File: src/core/adcc_defs.svh
`ifndef ADCC_DEFS_SVH
`define ADCC_DEFS_SVH

// ==========================================================
// register offsets
`define ADCC_SENSE_ADDR 8'h19
`define ADCC_CTRL_ADDR 8'h87
`define ADCC_RES_HI_ADDR 8'h88
`define ADCC_RES_LO_ADDR 8'h89

// ==========================================================
// control register fields
`define ADCC_TRIG_BIT 7
`define ADCC_FMT_BIT 6
`define ADCC_SEL_MSB 3
`define ADCC_SEL_LSB 0
`define ADCC_SEL_BATTERY 4'h3
`define ADCC_NUM_INPUTS 8
`define ADCC_RES_BITS 12

// ==========================================================
// reset values
`define ADCC_CTRL_RST 8'h00
`define ADCC_SENSE_RST 8'h00
`define ADCC_RES_RST 8'h00

// ==========================================================
// timing
`define ADCC_CONV_TIME_NS 3000000
`define ADCC_CLK_PERIOD_NS 5
`define ADCC_CONV_MARGIN 3

`endif

File: src/core/adcc_pkg.sv
package adcc_pkg;

  typedef enum logic [0:0] {
    ST_IDLE,
    ST_CONVERT
  } adcc_state_t;

  typedef logic [11:0] adcc_sample_t;

endpackage : adcc_pkg

File: src/core/adcc_control.sv
// Contract
// - twelve-bit results, eight selectable inputs
// - timed from internal system clock only
// - result valid within three milliseconds
// - each trigger starts fresh conversion
// - control register readable, writable, holds fields
// - result registers read only
// - upper eight bits in one read
// - format bit drops MSB, shifts left
// - idle converter enters power save itself
// - select code 0011 measures battery pin
// - temperature code maps linearly
// - sense full-scale chosen in config register
`timescale 1ns/1ps
`include "adcc_defs.svh"

module adcc_control #(
  parameter int unsigned DEADLINE_CYCLES = `ADCC_CONV_TIME_NS / `ADCC_CLK_PERIOD_NS
) (
  // clock and reset
  input wire logic i_clock,
  input wire logic i_sys_rst,
  // register port
  input wire logic [7:0] i_reg_addr,
  input wire logic i_reg_wr,
  input wire logic [7:0] i_reg_wdata,
  input wire logic i_reg_rd,
  output logic [7:0] o_reg_rdata,
  output logic o_reg_rvalid,
  // converter core
  output logic o_core_power,
  output logic o_core_start,
  output logic [2:0] o_core_select,
  output logic [7:0] o_sense_scale,
  input wire logic i_core_done,
  input wire logic [11:0] i_core_data,
  // status
  output logic o_busy
);

  // ==========================================================
  // state
  adcc_pkg::adcc_state_t state_ff;
  adcc_pkg::adcc_state_t nxt_state;
  logic [3:0] sel_ff;
  logic [3:0] nxt_sel;
  logic fmt_ff;
  logic nxt_fmt;
  logic act_fmt_ff;
  logic nxt_act_fmt;
  logic [7:0] sense_ff;
  logic [7:0] nxt_sense;
  logic [7:0] res_hi_ff;
  logic [7:0] nxt_res_hi;
  logic [7:0] res_lo_ff;
  logic [7:0] nxt_res_lo;
  logic start_ff;
  logic nxt_start;
  logic power_ff;
  logic nxt_power;
  logic [2:0] core_sel_ff;
  logic [2:0] nxt_core_sel;
  logic [7:0] rdata_ff;
  logic [7:0] nxt_rdata;
  logic rvalid_ff;
  logic nxt_rvalid;
  logic wr_ctrl;
  logic trigger;
  logic expired;
  logic finish;
  adcc_pkg::adcc_sample_t formatted;

  assign wr_ctrl = i_reg_wr && (i_reg_addr == `ADCC_CTRL_ADDR);
  assign trigger = wr_ctrl && i_reg_wdata[`ADCC_TRIG_BIT];

  // ==========================================================
  // deadline timer
  adcc_deadline #(
    .CYCLES(DEADLINE_CYCLES)
  ) u_deadline (
    .i_clock(i_clock),
    .i_sys_rst(i_sys_rst),
    .i_restart(trigger),
    .i_run(state_ff == adcc_pkg::ST_CONVERT),
    .o_expired(expired)
  );

  // core done from an aborted run is ignored while a new start is out
  assign finish = (state_ff == adcc_pkg::ST_CONVERT) && !start_ff && (i_core_done || expired);

  // ==========================================================
  // result formatting
  always_comb begin
    if (act_fmt_ff) begin
      formatted = {i_core_data[10:0], 1'b0};
    end else begin
      formatted = i_core_data;
    end
  end

  // ==========================================================
  // control and conversion sequencing
  always_comb begin
    nxt_state = state_ff;
    nxt_sel = sel_ff;
    nxt_fmt = fmt_ff;
    nxt_act_fmt = act_fmt_ff;
    nxt_sense = sense_ff;
    nxt_res_hi = res_hi_ff;
    nxt_res_lo = res_lo_ff;
    nxt_start = 1'b0;
    nxt_core_sel = core_sel_ff;
    if (i_reg_wr && (i_reg_addr == `ADCC_SENSE_ADDR)) begin
      nxt_sense = i_reg_wdata;
    end
    if (wr_ctrl) begin
      nxt_sel = i_reg_wdata[`ADCC_SEL_MSB:`ADCC_SEL_LSB];
      nxt_fmt = i_reg_wdata[`ADCC_FMT_BIT];
    end
    if (trigger) begin
      nxt_state = adcc_pkg::ST_CONVERT;
      nxt_start = 1'b1;
      nxt_act_fmt = i_reg_wdata[`ADCC_FMT_BIT];
      nxt_core_sel = i_reg_wdata[2:0];
    end else begin
      case (state_ff)
        adcc_pkg::ST_IDLE: begin
          nxt_state = adcc_pkg::ST_IDLE;
        end
        adcc_pkg::ST_CONVERT: begin
          if (finish) begin
            nxt_state = adcc_pkg::ST_IDLE;
            nxt_res_hi = formatted[11:4];
            nxt_res_lo = {4'h0, formatted[3:0]};
          end
        end
        default: begin
          nxt_state = adcc_pkg::ST_IDLE;
        end
      endcase
    end
    nxt_power = (nxt_state != adcc_pkg::ST_IDLE);
  end

  always_ff @(posedge i_clock or posedge i_sys_rst) begin
    if (i_sys_rst) begin
      state_ff <= adcc_pkg::ST_IDLE;
      sel_ff <= 4'h0;
      fmt_ff <= 1'b0;
      act_fmt_ff <= 1'b0;
      sense_ff <= `ADCC_SENSE_RST;
      res_hi_ff <= `ADCC_RES_RST;
      res_lo_ff <= `ADCC_RES_RST;
      start_ff <= 1'b0;
      power_ff <= 1'b0;
      core_sel_ff <= 3'h0;
    end else begin
      state_ff <= nxt_state;
      sel_ff <= nxt_sel;
      fmt_ff <= nxt_fmt;
      act_fmt_ff <= nxt_act_fmt;
      sense_ff <= nxt_sense;
      res_hi_ff <= nxt_res_hi;
      res_lo_ff <= nxt_res_lo;
      start_ff <= nxt_start;
      power_ff <= nxt_power;
      core_sel_ff <= nxt_core_sel;
    end
  end

  // ==========================================================
  // register read
  always_comb begin
    nxt_rvalid = i_reg_rd;
    nxt_rdata = 8'h00;
    if (i_reg_rd) begin
      case (i_reg_addr)
        `ADCC_CTRL_ADDR: begin
          nxt_rdata = {(state_ff == adcc_pkg::ST_CONVERT), fmt_ff, 2'b00, sel_ff};
        end
        `ADCC_RES_HI_ADDR: begin
          nxt_rdata = res_hi_ff;
        end
        `ADCC_RES_LO_ADDR: begin
          nxt_rdata = res_lo_ff;
        end
        `ADCC_SENSE_ADDR: begin
          nxt_rdata = sense_ff;
        end
        default: begin
          nxt_rdata = 8'h00;
        end
      endcase
    end
  end

  always_ff @(posedge i_clock or posedge i_sys_rst) begin
    if (i_sys_rst) begin
      rdata_ff <= 8'h00;
      rvalid_ff <= 1'b0;
    end else begin
      rdata_ff <= nxt_rdata;
      rvalid_ff <= nxt_rvalid;
    end
  end

  // ==========================================================
  // outputs
  assign o_reg_rdata = rdata_ff;
  assign o_reg_rvalid = rvalid_ff;
  assign o_core_power = power_ff;
  assign o_core_start = start_ff;
  assign o_core_select = core_sel_ff;
  assign o_sense_scale = sense_ff;
  assign o_busy = power_ff;

  // ==========================================================
  // checks
  int unsigned busy_cnt_ff;
  int unsigned nxt_busy_cnt;

  always_comb begin
    nxt_busy_cnt = busy_cnt_ff + 1;
    if (trigger || state_ff == adcc_pkg::ST_IDLE) begin
      nxt_busy_cnt = 0;
    end
  end

  always_ff @(posedge i_clock or posedge i_sys_rst) begin
    if (i_sys_rst) begin
      busy_cnt_ff <= 0;
    end else begin
      busy_cnt_ff <= nxt_busy_cnt;
    end
  end
endmodule : adcc_control

File: src/core/adcc_deadline.sv
`timescale 1ns/1ps
`include "adcc_defs.svh"

module adcc_deadline #(
  parameter int unsigned CYCLES = 600000
) (
  // clock and reset
  input wire logic i_clock,
  input wire logic i_sys_rst,
  // control
  input wire logic i_restart,
  input wire logic i_run,
  // status
  output logic o_expired
);

  localparam int unsigned CW = $clog2(CYCLES + 1);
  localparam logic [CW-1:0] LAST = CW'(CYCLES - `ADCC_CONV_MARGIN);

  logic [CW-1:0] count_ff;
  logic [CW-1:0] nxt_count;
  logic expired_ff;
  logic nxt_expired;

  // ==========================================================
  // deadline counter
  always_comb begin
    nxt_count = count_ff;
    nxt_expired = 1'b0;
    if (i_restart) begin
      nxt_count = '0;
    end else if (i_run) begin
      if (count_ff < LAST) begin
        nxt_count = count_ff + CW'(1);
      end
      nxt_expired = (count_ff >= LAST);
    end
  end

  always_ff @(posedge i_clock or posedge i_sys_rst) begin
    if (i_sys_rst) begin
      count_ff <= '0;
      expired_ff <= 1'b0;
    end else begin
      count_ff <= nxt_count;
      expired_ff <= nxt_expired;
    end
  end

  assign o_expired = expired_ff;

endmodule : adcc_deadline

File: config.mk
export PLATFORM = sky130hd
export DESIGN_NAME = adcc_control
export DESIGN_NICKNAME = d
export VERILOG_FILES = /design/src/core/adcc_pkg.sv /design/src/core/adcc_control.sv /design/src/core/adcc_deadline.sv
export VERILOG_INCLUDE_DIRS = /design/src /design/src/core
export SDC_FILE = /design/constraint.sdc
export NUM_CORES = 1
export LEC_CHECK = 0
export ABC_AREA = 1
export BUFFER_PORTS_ARGS = -buffer_cell sky130_fd_sc_hd__clkbuf_2
export CORE_MARGIN = 5
export CORE_UTILIZATION = 40
export DETAILED_ROUTE_END_ITERATION = 7
export MAX_ROUTING_LAYER = met4
export SKIP_LAST_GASP = 1
export SLEW_MARGIN = 20
export SYNTH_ARGS = -nofsm -noshare
export SYNTH_HDL_FRONTEND = slang
export SYNTH_SLANG_ARGS = --single-unit
File: constraint.sdc
create_clock -name i_clock -period 2.3 [get_ports i_clock]
set_input_delay 0.115 -clock i_clock [delete_from_list [all_inputs] [get_ports i_clock]]
set_output_delay 0.115 -clock i_clock [all_outputs]
set_load 0.05 [all_outputs]
Word level (Yosys, flattened, before mapping)
Cells that the tools add are included.
Widths: inputs -> output; s select.

operators by class
  mux-type cells = 12
  order comparisons = 2
  equal/unequal tests = 4
  bitwise gates (word level) = 2
  reductions and logical operators = 11
  div/mod/pow operators = 0
  add/subtract/negate cells = 1
  shifts and indexed selects = 0
  $mul = 0

operator list
  cell                   count
  $mux 20                3
  $pmux 8 s4             1
  $eq 8x8->1 const B     3
  $add 20x1->20 const B  1
  $ge 20x20->1 const B   1
  $lt 20x20->1 const B   1
  $mux 12                1
  $eq 8x5->1 const B     1
  $mux 8                 1
  $logic_and 1x1->1      5
  $mux 1                 5
  $reduce_bool 2->1      2
  $reduce_and 3->1       1
  $not 1->1              2
  $pmux 1 s2             1
  $reduce_and 2->1       1
  $logic_not 1->1        1
  $logic_or 1x1->1       1

word-level totals
  memory bits (read-only) = 0
  input port bits = 33
  register bits after elaboration = 61
  memories = 0
  bits in latches = 0
  logic and storage cells = 45
  bits in writable memories = 0
  output and inout port bits = 23

Logic depth before layout (Yosys ltp)
Gate-level depths: netlist (run 1).

  word-level depth = 6
  depth in mapped cells = 11
  mapped depth without buffers = 10

By module
Synthesis (run 1) repeated with hierarchy kept, for this count alone.

second synthesis, totals
  cell total of the unflattened synthesis = 485
  area total of the unflattened synthesis = 3,653.5 um^2

by module, submodules not included
  module         seq. area each (um^2)  area an instance (um^2)  instances  cells each
  adcc_control   1,001.0                2,062.0                  1          253
  adcc_deadline  525.5                  1,591.5                  1          232

Worst setup path before layout (run 1)
No wires, ideal clock.

  path type = reg2reg
  start point = register o_busy (netlist name)
  end point = register res_lo_ff[3]
  period minus slack after synthesis = 1,481 ps
  setup time = 117 ps
  arrival time = 1,364 ps
  setup slack = 819 ps
  required time = 2,183 ps
  stages on the path, launching flop included = 7
  buffers on the path = 1
  path through = dfrtp_1 -> inv_1 -> nor2_4 -> nand2_4 -> buf_6 -> nand2_1 -> nand2_1

RTL lines
  element               line                 RTL
  to (signal assigned)  adcc_control.sv:153  res_lo_ff <= `ADCC_RES_RST;
  to (signal assigned)  adcc_control.sv:164  res_lo_ff <= nxt_res_lo;
  to (decl)             adcc_control.sv:55   logic [7:0] res_lo_ff;

Worst setup path after layout (run 1)
  start point = register u_deadline.count_ff[0]
  end point = register u_deadline.count_ff[6]

between the ends
  cells in the longest elaborated chain, start to end = 4
  elaborated cells between the ends (all ways) = 7
  those cells by class = 1 x add/sub; 1 x order compare; 3 x mux; 2 x reduce/logical

ends and longest elaborated chain
  element                 line                 RTL
  from (decl)             adcc_deadline.sv:20  logic [CW-1:0] count_ff;
  from (signal assigned)  adcc_deadline.sv:45  count_ff <= nxt_count;
  $add 20x1->20           adcc_deadline.sv:34  nxt_count = count_ff + CW'(1);
  $mux 20                 adcc_deadline.sv:33  if (count_ff < LAST) begin
  $mux 20                 adcc_deadline.sv:32  end else if (i_run) begin
  $mux 20                 adcc_deadline.sv:30  if (i_restart) begin

Several ways; a longest one is shown, not always the timed one. The select of a mux whose other input is x is not followed.
A chain may end at the register's enable or synchronous reset.

==> flow_metrics.py, run 1 <==
metrics = {
    "clock_tree": {
        "ctsLongestPathBuffers": 2,
        "cts-htree-levels": 3,
        "post-cts-setup-buffers": 0,
        "cts_hold_buf": 5,
        "cts_root_buffer": "clkbuf_8",
        "clk_pin_slew_ns": 0.07,
        "cts.sinks": 61,
        "clock_latency_ns": 0.34,
        "numCtsBuffers": 9,
        "cts-resized-gates": 0,
        "tritoncts": "done",
    },
    "pwr": {
        "leakagePower_uw": 0.00219,
        "ir_worst_vdd_mv": 0.359,
        "power.density_nw_per_um2": 596,
        "p_total_uw": 2360,
    },
    "drt": {
        "drtIter0Drc": 198,
        "first_pass_iters": 4,
        "via_count": 3082,
        "wl_per_cell_um": 12.9,
        "vias_per_cell": 4.78,
        "final_antenna_net_count": 0,
        "drcViolationCount": 0,
        "drt-total-wl_um": 8290,
    },
    "outcome": {
        "run_status": "finished clean",
    },
    "final_layout": {
        "final_nets": 571,
        "final_cell_area_um2": 3960,
        "final_cell_mix": "nand2_1, dfrtp_1, nor2_1, clkbuf_2, inv_1",
        "drive_above_1_share_pct": 15.6,
        "num-fill-cells": 857,
        "antenna_cells": 0,
        "final_common_cell": "nand2_1",
        "area_growth_pct": 17.4,
    },
    "timing": {
        "setup_tns_ns": 0,
        "tightest_slew_ns": 0.775,
        "setup_viol": 0,
        "rsz0062_at_grt": "false",
        "finalMaxSlewViolations": 0,
        "max_slew_margin_pct": 48.4,
        "finClkSkew_ns": 0.0108,
        "finalHoldViolations": 0,
        "layout_setup_ws_ns": 0.445,
        "finalCriticalPeriod_ns": 1.86,
        "fmax_mhz": 539,
        "fin_crit_sh_pct": 80.7,
    },
    "die": {
        "initial_core_util_pct": 41.1,
        "rows": 33,
        "core_um2": 8220,
        "dieWidth_um": 102,
        "num_io_pins": 56,
        "dieArea_um2": 10400,
        "die_h_um": 102,
    },
    "synthesis": {
        "ys_ff_latch": 61,
        "synth_flop_cell": "dfrtp_1",
        "synth_edf_count": 0,
        "ys_async_sr_fraction_pct": 100,
        "synth.distinct_cells": 27,
        "yosys_warnings": 0,
        "netlist_instances": 473,
        "ys_seq_area_share_pct": 45.2,
        "avgSynthCellArea_um2": 7.14,
        "netlist_area_um2": 3380,
        "syn_nets": 509,
    },
    "global_routing": {
        "grt_pass1_wl_um": 13900,
        "grt_max_degree": 62,
        "grt_pass1_vias": 3055,
        "antenna_found_initial": 0,
        "gr-total-overflow": 0,
        "grt_usage_pct": 17.7,
    },
    "critical_path": {
        "cp.required_ns": 2.58,
        "arrival_ns": 2.13,
        "crit_fanout": 11,
        "end_kind": "flip-flop",
        "start_kind": "flip-flop",
        "crit_type": "flip-flop to flip-flop",
    },
    "placed_design": {
        "dp_hpwl_um": 6260,
        "post-place-ws_ns": 0.369,
        "gp_congestion": 0.905,
        "io_buffers": 55,
        "placed_area_um2": 3720,
    },
    "job": {
        "cap_violations": 0,
    },
    "worst_hold_path": {
        "hp-class": "primary input to flip-flop",
    },
}
## cell families (layout without fill, tap and decap cells)
group	count (synthesis)	in the layout	share of synthesized area (%)
buffers and inverters	59	126	7.89
AO/OA/AOI/OAI	30	30	4.67
XOR/XNOR	13	13	3.37
AND/OR/NAND/NOR	307	307	37.8
adder cells (fa/ha/maj)	3	3	1.11
flip-flops	61	61	45.2
## worst max-delay path, stage by stage, from the launching register on
cell and delay, ns:
dfrtp_1 0.45, inv_1 0.09, ha_1 0.20, nor2_1 0.18, nand3_1 0.12, nand4_1 0.33
buf_4 0.27, nand3_1 0.08, nand2_1 0.07
## metal layers
layer / up-vias / share of wire, % / GRT usage [%]
li1: 1571 / - / -
met1: 1426 / 45 / 21.0
met2: 71 / 49 / 29.4
met3: 14 / 3.8 / 5.53
met4: 0 / 1.3 / 4.64
met5: - / 0 / -
## flip-flops by register name, indices dropped and copies added, names as in the netlist, 3 cells and up
| signal | cells |
|---|---|
| o_core_select | 3 |
| o_reg_rdata | 8 |
| o_sense_scale | 8 |
| res_hi_ff | 8 |
| res_lo_ff | 4 |
| sel_ff | 4 |
| u_deadline.count_ff | 20 |
## through the flow
step	hold WS (ns)	util [%]	instances
6_report	0.0156	48.2	645
5_1_grt	0.00628	48.2	645
4_1_cts	0.00157	48.2	645
3_5_place_dp	0.324	45.3	624
3_3_place_gp	0.320	45.3	624
2_1_floorplan	0.146	-	473
## Yosys cell counts (2+ instances only)
| cell | count | area [µm²] |
|---|---|---|
| o21ai_0 | 24 | 120 |
| clkbuf_1 | 2 | 7.51 |
| nor3_1 | 2 | 10.0 |
| dfrtp_1 | 61 | 1530 |
| nand4_1 | 2 | 12.5 |
| ha_1 | 3 | 37.5 |
| nor2_2 | 2 | 12.5 |
| buf_2 | 5 | 25.0 |
| buf_6 | 4 | 45.0 |
| inv_2 | 2 | 7.51 |
| xnor2_1 | 3 | 26.3 |
| nor2_4 | 2 | 22.5 |
| nand3_1 | 35 | 175 |
| nor2_1 | 55 | 206 |
| nand2_1 | 203 | 762 |
| o211ai_1 | 2 | 15.0 |
| nand2_4 | 2 | 22.5 |
| xor2_1 | 10 | 87.6 |
| inv_1 | 44 | 165 |
| a21oi_1 | 3 | 15.0 |
## worst paths after layout
kind                                                    startpoint                                   to  slack (ns)  cells past startpoint
max in group asynchronous                                i_sys_rst         o_sense_scale[2]$_DFFE_PP0P_        1.25                      4
min in group asynchronous                                i_sys_rst  u_deadline.count_ff[12]$_DFFE_PP0P_        0.53                      4
worst min register to register        o_core_select[0]$_DFFE_PP0N_         o_core_select[0]$_DFFE_PP0N_        0.47                      2
worst max register to register  u_deadline.count_ff[0]$_DFFE_PP0P_   u_deadline.count_ff[6]$_DFFE_PP0P_        0.44                      8
worst min-delay path                                i_reg_wdata[2]         o_sense_scale[2]$_DFFE_PP0P_        0.02                      3
worst max-delay path            u_deadline.count_ff[0]$_DFFE_PP0P_   u_deadline.count_ff[6]$_DFFE_PP0P_        0.44                      8
## power breakdown
| part | internal, µW | leakage [µW] | switching, µW |
|---|---|---|---|
| Sequential | 1130 | 0.000791 | 49.6 |
| Clock | 527 | 0.0000964 | 419 |
| Combinational | 84.1 | 0.00130 | 158 |
## final cells by class
| type | count | area, µm² | area share (%) |
|---|---|---|---|
| timing repair buffer | 63 | 348 | 8.78 |
| tap | 105 | 131 | 3.31 |
| clock buffer | 12 | 145 | 3.66 |
| multi-input combinational | 353 | 1580 | 40.0 |
| inverter | 47 | 181 | 4.58 |
| clock inverter | 4 | 47.5 | 1.20 |
| sequential | 61 | 1530 | 38.5 |
Note: power is estimated with default switching activity, not from simulation.
==> run 2, diff against run 1 <==
==> constraint.sdc (replaced) <==
create_clock -name i_clock -period 1.9 [get_ports i_clock]
set_input_delay 0.095 -clock i_clock [delete_from_list [all_inputs] [get_ports i_clock]]
set_output_delay 0.095 -clock i_clock [all_outputs]
set_load 0.05 [all_outputs]
==> run 2 against run 1 <==
Net effect: global-route usage is 0.39 points higher; critical path type unchanged; total power is 17% higher; combinational power is 26% higher; wire length is 2.0% higher; largest power group unchanged; critical path depth stayed put.
==> flow_metrics.py, run 2 (synthesis results as in run 1) <==
metrics = {
    "outcome": {
        "run_status": "finished clean",
    },
    "drt": {
        "first_pass_iters": 5,
        "wl_per_cell_um": 12.9,
        "final_antenna_net_count": 0,
        "via_count": 3125,
        "drt-total-wl_um": 8460,
        "vias_per_cell": 4.76,
        "drtIter0Drc": 108,
        "drcViolationCount": 0,
    },
    "clock_tree": {
        "ctsLongestPathBuffers": 2,
        "numCtsBuffers": 9,
        "clock_latency_ns": 0.33,
        "clk_pin_slew_ns": 0.06,
        "cts.sinks": 61,
        "cts_root_buffer": "clkbuf_8",
        "cts-htree-levels": 3,
        "tritoncts": "done",
    },
    "final_layout": {
        "final_nets": 583,
        "largest_register": "u_deadline.count_ff",
        "largest_register_ffs": 20,
        "final_common_cell": "nand2_1",
        "area_growth_pct": 19.9,
        "drive_above_1_share_pct": 17.0,
        "fin_cells": 657,
        "final_cell_mix": "nand2_1, dfrtp_1, nor2_1, clkbuf_2, inv_1",
        "final_util_pct": 49.3,
        "antenna_cells": 0,
    },
    "die": {
        "die_h_um": 102,
        "initial_core_util_pct": 41.1,
        "dieWidth_um": 102,
        "dieArea_um2": 10400,
        "rows": 33,
        "num_io_pins": 56,
        "core_um2": 8220,
    },
    "critical_path": {
        "start_kind": "flip-flop",
        "arrival_ns": 1.90,
        "crit_fanout": 7,
        "end_kind": "flip-flop",
        "cp.required_ns": 2.11,
        "crit_type": "flip-flop to flip-flop",
    },
    "timing": {
        "tightest_slew_ns": 0.559,
        "rsz0062_at_grt": "false",
        "holdWs_ns": 0.0506,
        "setup_viol": 0,
        "finalCriticalPeriod_ns": 1.69,
        "max_slew_margin_pct": 62.7,
        "fmax_mhz": 591,
        "setup_tns_ns": 0,
        "finalMaxSlewViolations": 0,
        "finalHoldViolations": 0,
        "fin_crit_sh_pct": 89.0,
        "finClkSkew_ns": 0.0105,
    },
    "placed_design": {
        "io_buffers": 55,
        "dp_cells": 631,
        "gp_congestion": 0.919,
        "dp_hpwl_um": 6560,
    },
    "global_routing": {
        "antenna_found_initial": 0,
        "grt_use_met2_pct": 30.6,
        "use_met1_pct": 22.1,
        "grt_usage_pct": 18.1,
        "grt-busiest-layer": "met2",
        "gr-total-overflow": 0,
        "grt_pass1_wl_um": 14200,
        "grt_pass1_vias": 3112,
        "grt_max_degree": 27,
        "use_met3_pct": 3.69,
    },
    "job": {
        "cap_violations": 0,
    },
    "pwr": {
        "ir_worst_vdd_mv": 0.343,
        "power.density_nw_per_um2": 681,
        "p_total_uw": 2760,
        "leakagePower_uw": 0.00224,
    },
    "worst_hold_path": {
        "hp-class": "primary input to flip-flop",
    },
}
run 2: changes by cell type in the layout (fill, tap and decap cells not counted):
cell           before  now
bufinv_16           1    0
dlygate4sd3_1       5    9
clkinv_2            2    3
clkbuf_1            2    1
dfrtp_2             0    1
clkbuf_8           10   11
buf_4               3   11
dfrtp_1            61   60
run 2: metal layers:
layer | up-vias | share of wire, %
met4 | 0 | 1.3
met2 | 75 | 50
li1 | 1604 | -
met5 | - | 0
met1 | 1434 | 45
met3 | 12 | 3.7
run 2: worst paths after layout:
path                                                startpoint                                  end  slack (ns)  cells past startpoint
max                        u_deadline.count_ff[14]$_DFFE_PP0P_  u_deadline.count_ff[14]$_DFFE_PP0P_        0.21                      8
min                                             i_reg_wdata[6]                   fmt_ff$_DFFE_PP0N_        0.05                      3
max reg2reg                u_deadline.count_ff[14]$_DFFE_PP0P_  u_deadline.count_ff[14]$_DFFE_PP0P_        0.21                      8
min reg2reg                       o_core_select[0]$_DFFE_PP0N_         o_core_select[0]$_DFFE_PP0N_        0.47                      2
max in group asynchronous                            i_sys_rst             res_lo_ff[2]$_DFFE_PP0P_        0.85                      4
min in group asynchronous                            i_sys_rst   u_deadline.count_ff[6]$_DFFE_PP0P_        0.34                      3
run 2: where the power goes:
part	leakage (µW)	total, µW	switching (µW)	internal [µW]
registers	0.000790	1430	63.3	1360
clock network	0.0000921	1030	488	538
logic	0.00136	306	196	110
total	0.00224	2760	747	2010
run 2: area by class of cell:
| cell class | instances | area, µm² |
|---|---|---|
| inverters | 47 | 181 |
| well taps | 105 | 131 |
| flip-flops and latches | 61 | 1530 |
| fillers | 819 | 4170 |
| clock buffers | 12 | 155 |
| multi-input cells | 353 | 1580 |
| repair buffers | 75 | 448 |
| clock inverters | 4 | 22.5 |
run 2: timing repair:
item,4_1_cts,5_1_grt
resized for setup,0,1
endpoints found under the setup margin,0,4
hold buffers,9,0
endpoints found under the hold margin,35,0
buffers inserted,0,1
run 2: metrics by stage:
stage / instance area (µm²) / worst slack (ns)
final: 4050 / 0.209
after global routing: 4050 / 0.0227
after CTS: 4040 / 0.106
after detailed placement: 3770 / 0.124
after global placement: 3770 / 0.165
after floorplan: 3380 / 0.292
run 2: worst max-delay path: stages, from the launching register on:
cell,delay (ns)
dfrtp_1,0.43
nor2_1,0.16
nand2_1,0.07
nor2_1,0.19
nand2_1,0.12
nand4_1,0.29
nand2_1,0.18
nand2_1,0.09
nand2_1,0.05
==> run 3, diff against run 2 <==
--- a/config.mk
+++ b/config.mk
@@ -8,12 +8,16 @@
 export LEC_CHECK = 0
 export ABC_AREA = 1
 export BUFFER_PORTS_ARGS = -buffer_cell sky130_fd_sc_hd__clkbuf_2
+export CELL_PAD_IN_SITES_DETAIL_PLACEMENT = 1
+export CELL_PAD_IN_SITES_GLOBAL_PLACEMENT = 2
 export CORE_MARGIN = 5
-export CORE_UTILIZATION = 40
+export CORE_UTILIZATION = 31
 export DETAILED_ROUTE_END_ITERATION = 7
 export MAX_ROUTING_LAYER = met4
+export PLACE_DENSITY_LB_ADDON = 0.1
 export SKIP_LAST_GASP = 1
 export SLEW_MARGIN = 20
 export SYNTH_ARGS = -nofsm -noshare
 export SYNTH_HDL_FRONTEND = slang
 export SYNTH_SLANG_ARGS = --single-unit
+export TNS_END_PERCENT = 10
==> run 3 against run 2 <==
Net effect: design area increased by 5.0%; setup slack worse by 0.065 ns; core utilization shrank 9.7 points; die area increased by 26%; global-route usage is 0.65 points lower; register-to-register slack worse by 0.06 ns; worst hold slack got worse by 0.027 ns; combinational power increased by 7.8%; critical path type unchanged.
==> flow_metrics.py, run 3 (synthesis results as in run 1) <==
metrics = {
    "worst_hold_path": {
        "hold_depth": 3,
        "hp-class": "primary input to flip-flop",
        "worstHoldEndpoint": "res_lo_ff[0]$_DFFE_PP0P_",
        "hp-start": "i_core_data[0]",
    },
    "final_layout": {
        "final_util_pct": 39.6,
        "largest_register_ffs": 20,
        "final_cell_mix": "nand2_1, dfrtp_1, clkbuf_2, nor2_1, inv_1",
        "final_cell_area_um2": 4250,
        "largest_register": "u_deadline.count_ff",
        "final_nets": 596,
        "drive_above_1_share_pct": 18.9,
        "final_common_cell": "nand2_1",
        "area_growth_pct": 25.9,
        "antenna_cells": 0,
    },
    "critical_path": {
        "r2r_end": "u_deadline.count_ff[14]$_DFFE_PP0P_",
        "crit_path_cell_trace": "ha_1, nand3_1, nor2_1, nand3_1, xor2_1, nor2_1, nand2_1, nand2_1",
        "crit_type": "flip-flop to flip-flop",
        "arrival_ns": 1.99,
        "start_kind": "flip-flop",
        "r2r_slack_ns": 0.14,
        "reg2reg_from": "u_deadline.count_ff[0]$_DFFE_PP0P_",
        "cp.required_ns": 2.14,
        "crit_path_max_incr_delay_ns": 0.45,
        "rr_worst_depth": 8,
        "crit_fanout": 6,
        "end_kind": "flip-flop",
        "cpMaxStageDelayCell": "dfrtp_1",
    },
    "die": {
        "rows": 38,
        "initial_core_util_pct": 31.4,
        "num_io_pins": 56,
        "die_h_um": 114,
        "core_um2": 10700,
        "dieWidth_um": 114,
        "dieArea_um2": 13100,
    },
    "job": {
        "cap_violations": 0,
    },
    "global_routing": {
        "grt_pass1_wl_um": 17100,
        "grt_pass1_vias": 3475,
        "antenna_found_initial": 0,
        "grt_usage_pct": 17.5,
        "grt_max_degree": 43,
        "gr-total-overflow": 0,
    },
    "placed_design": {
        "placed_area_um2": 3910,
        "dp_hpwl_um": 8070,
        "io_buffers": 55,
        "gp_congestion": 0.783,
    },
    "timing": {
        "max_slew_margin_pct": 68.5,
        "finalMaxSlewViolations": 0,
        "finClkSkew_ns": 0.00868,
        "finalCriticalPeriod_ns": 1.76,
        "rsz0062_at_grt": "true",
        "finalHoldViolations": 0,
        "setup_viol": 0,
        "fmax_mhz": 570,
        "tightest_slew_ns": 0.472,
        "fin_crit_sh_pct": 92.4,
    },
    "outcome": {
        "run_status": "finished clean",
    },
    "clock_tree": {
        "tritoncts": "done",
        "cts_root_buffer": "clkbuf_8",
        "numCtsBuffers": 9,
        "cts.sinks": 61,
        "clk_pin_slew_ns": 0.07,
        "cts-htree-levels": 3,
        "clock_latency_ns": 0.35,
        "ctsLongestPathBuffers": 2,
    },
    "drt": {
        "drt-total-wl_um": 10300,
        "drcViolationCount": 0,
        "wl_per_cell_um": 14.6,
        "final_antenna_net_count": 0,
        "drtIter0Drc": 108,
        "via_count": 3219,
        "vias_per_cell": 4.57,
        "first_pass_iters": 4,
    },
    "pwr": {
        "leakagePower_uw": 0.00234,
        "power.density_nw_per_um2": 727,
        "ir_worst_vdd_mv": 0.354,
    },
}
==> run 3: cell types whose count changed in the layout (fill, tap and decap cells not counted) <==
cell and delta:
dfrtp_2 -1, buf_12 +1, clkinv_2 -1, dfrtp_1 +1
nor2_1 -1, clkinvlp_4 -1, buf_4 +12, bufinv_16 +2
nor2_2 +1
==> run 3: metal layers <==
| metal | vias up | GRT usage, % | share of wire (%) |
|---|---|---|---|
| met5 | - | - | 0 |
| met4 | 0 | 6.41 | 1.6 |
| met3 | 11 | 2.33 | 2.7 |
| met2 | 51 | 30.4 | 53 |
| met1 | 1528 | 20.6 | 43 |
| li1 | 1629 | - | - |
==> run 3: worst max-delay path by stage <==
stage	start	endpoint	slack, ns
floorplan	i_sys_rst	act_fmt_ff$_DFFE_PP0N_	0.29
global placement	u_deadline.count_ff[0]$_DFFE_PP0P_	u_deadline.count_ff[14]$_DFFE_PP0P_	0.11
detailed placement	u_deadline.count_ff[0]$_DFFE_PP0P_	u_deadline.count_ff[14]$_DFFE_PP0P_	0.05
CTS	u_deadline.count_ff[0]$_DFFE_PP0P_	u_deadline.count_ff[14]$_DFFE_PP0P_	0.04
global route	u_deadline.count_ff[0]$_DFFE_PP0P_	u_deadline.count_ff[14]$_DFFE_PP0P_	-0.02
finish	u_deadline.count_ff[0]$_DFFE_PP0P_	u_deadline.count_ff[14]$_DFFE_PP0P_	0.14
==> run 3: repair_timing <==
item | CTS | global route
hold endpoints to repair | 30 | 0
gates resized for setup | 0 | 1
setup endpoints to repair | 0 | 17
hold buffers | 9 | 0
buffers inserted | 0 | 3
==> run 3: critical path: cells and delay by family, from the launching register on <==
family,cells,cell delay [ns]
XOR/XNOR,1,0.18
adder cells (fa/ha/maj),1,0.29
flip-flops,1,0.45
AND/OR/NAND/NOR,6,0.73
==> run 3: power breakdown <==
part | internal (µW) | leakage (µW) | switching (µW)
logic | 121 | 0.00143 | 209
registers | 1360 | 0.000791 | 57.0
clock network | 807 | 0.000116 | 536
==> run 3: cell type report <==
type / count / area, µm²
multi-input combinational: 353 / 1590
clock buffer: 12 / 155
tap: 140 / 175
timing repair buffer: 88 / 558
clock inverter: 4 / 70.1
fill: 1412 / 6490
sequential: 61 / 1530
inverter: 47 / 181
==> run 3: stage by stage <==
step,TNS [ns],hold WS [ns],instances,total power (µW),setup WS (ns)
global route,-0.0197,0.0414,705,3260,-0.0197
CTS,0,0.0174,702,3150,0.0408
finish,0,0.0231,705,3090,0.144
detailed placement,0,0.123,677,1770,0.0484
floorplan,0,0.126,473,1630,0.292
global placement,0,0.125,677,1760,0.110
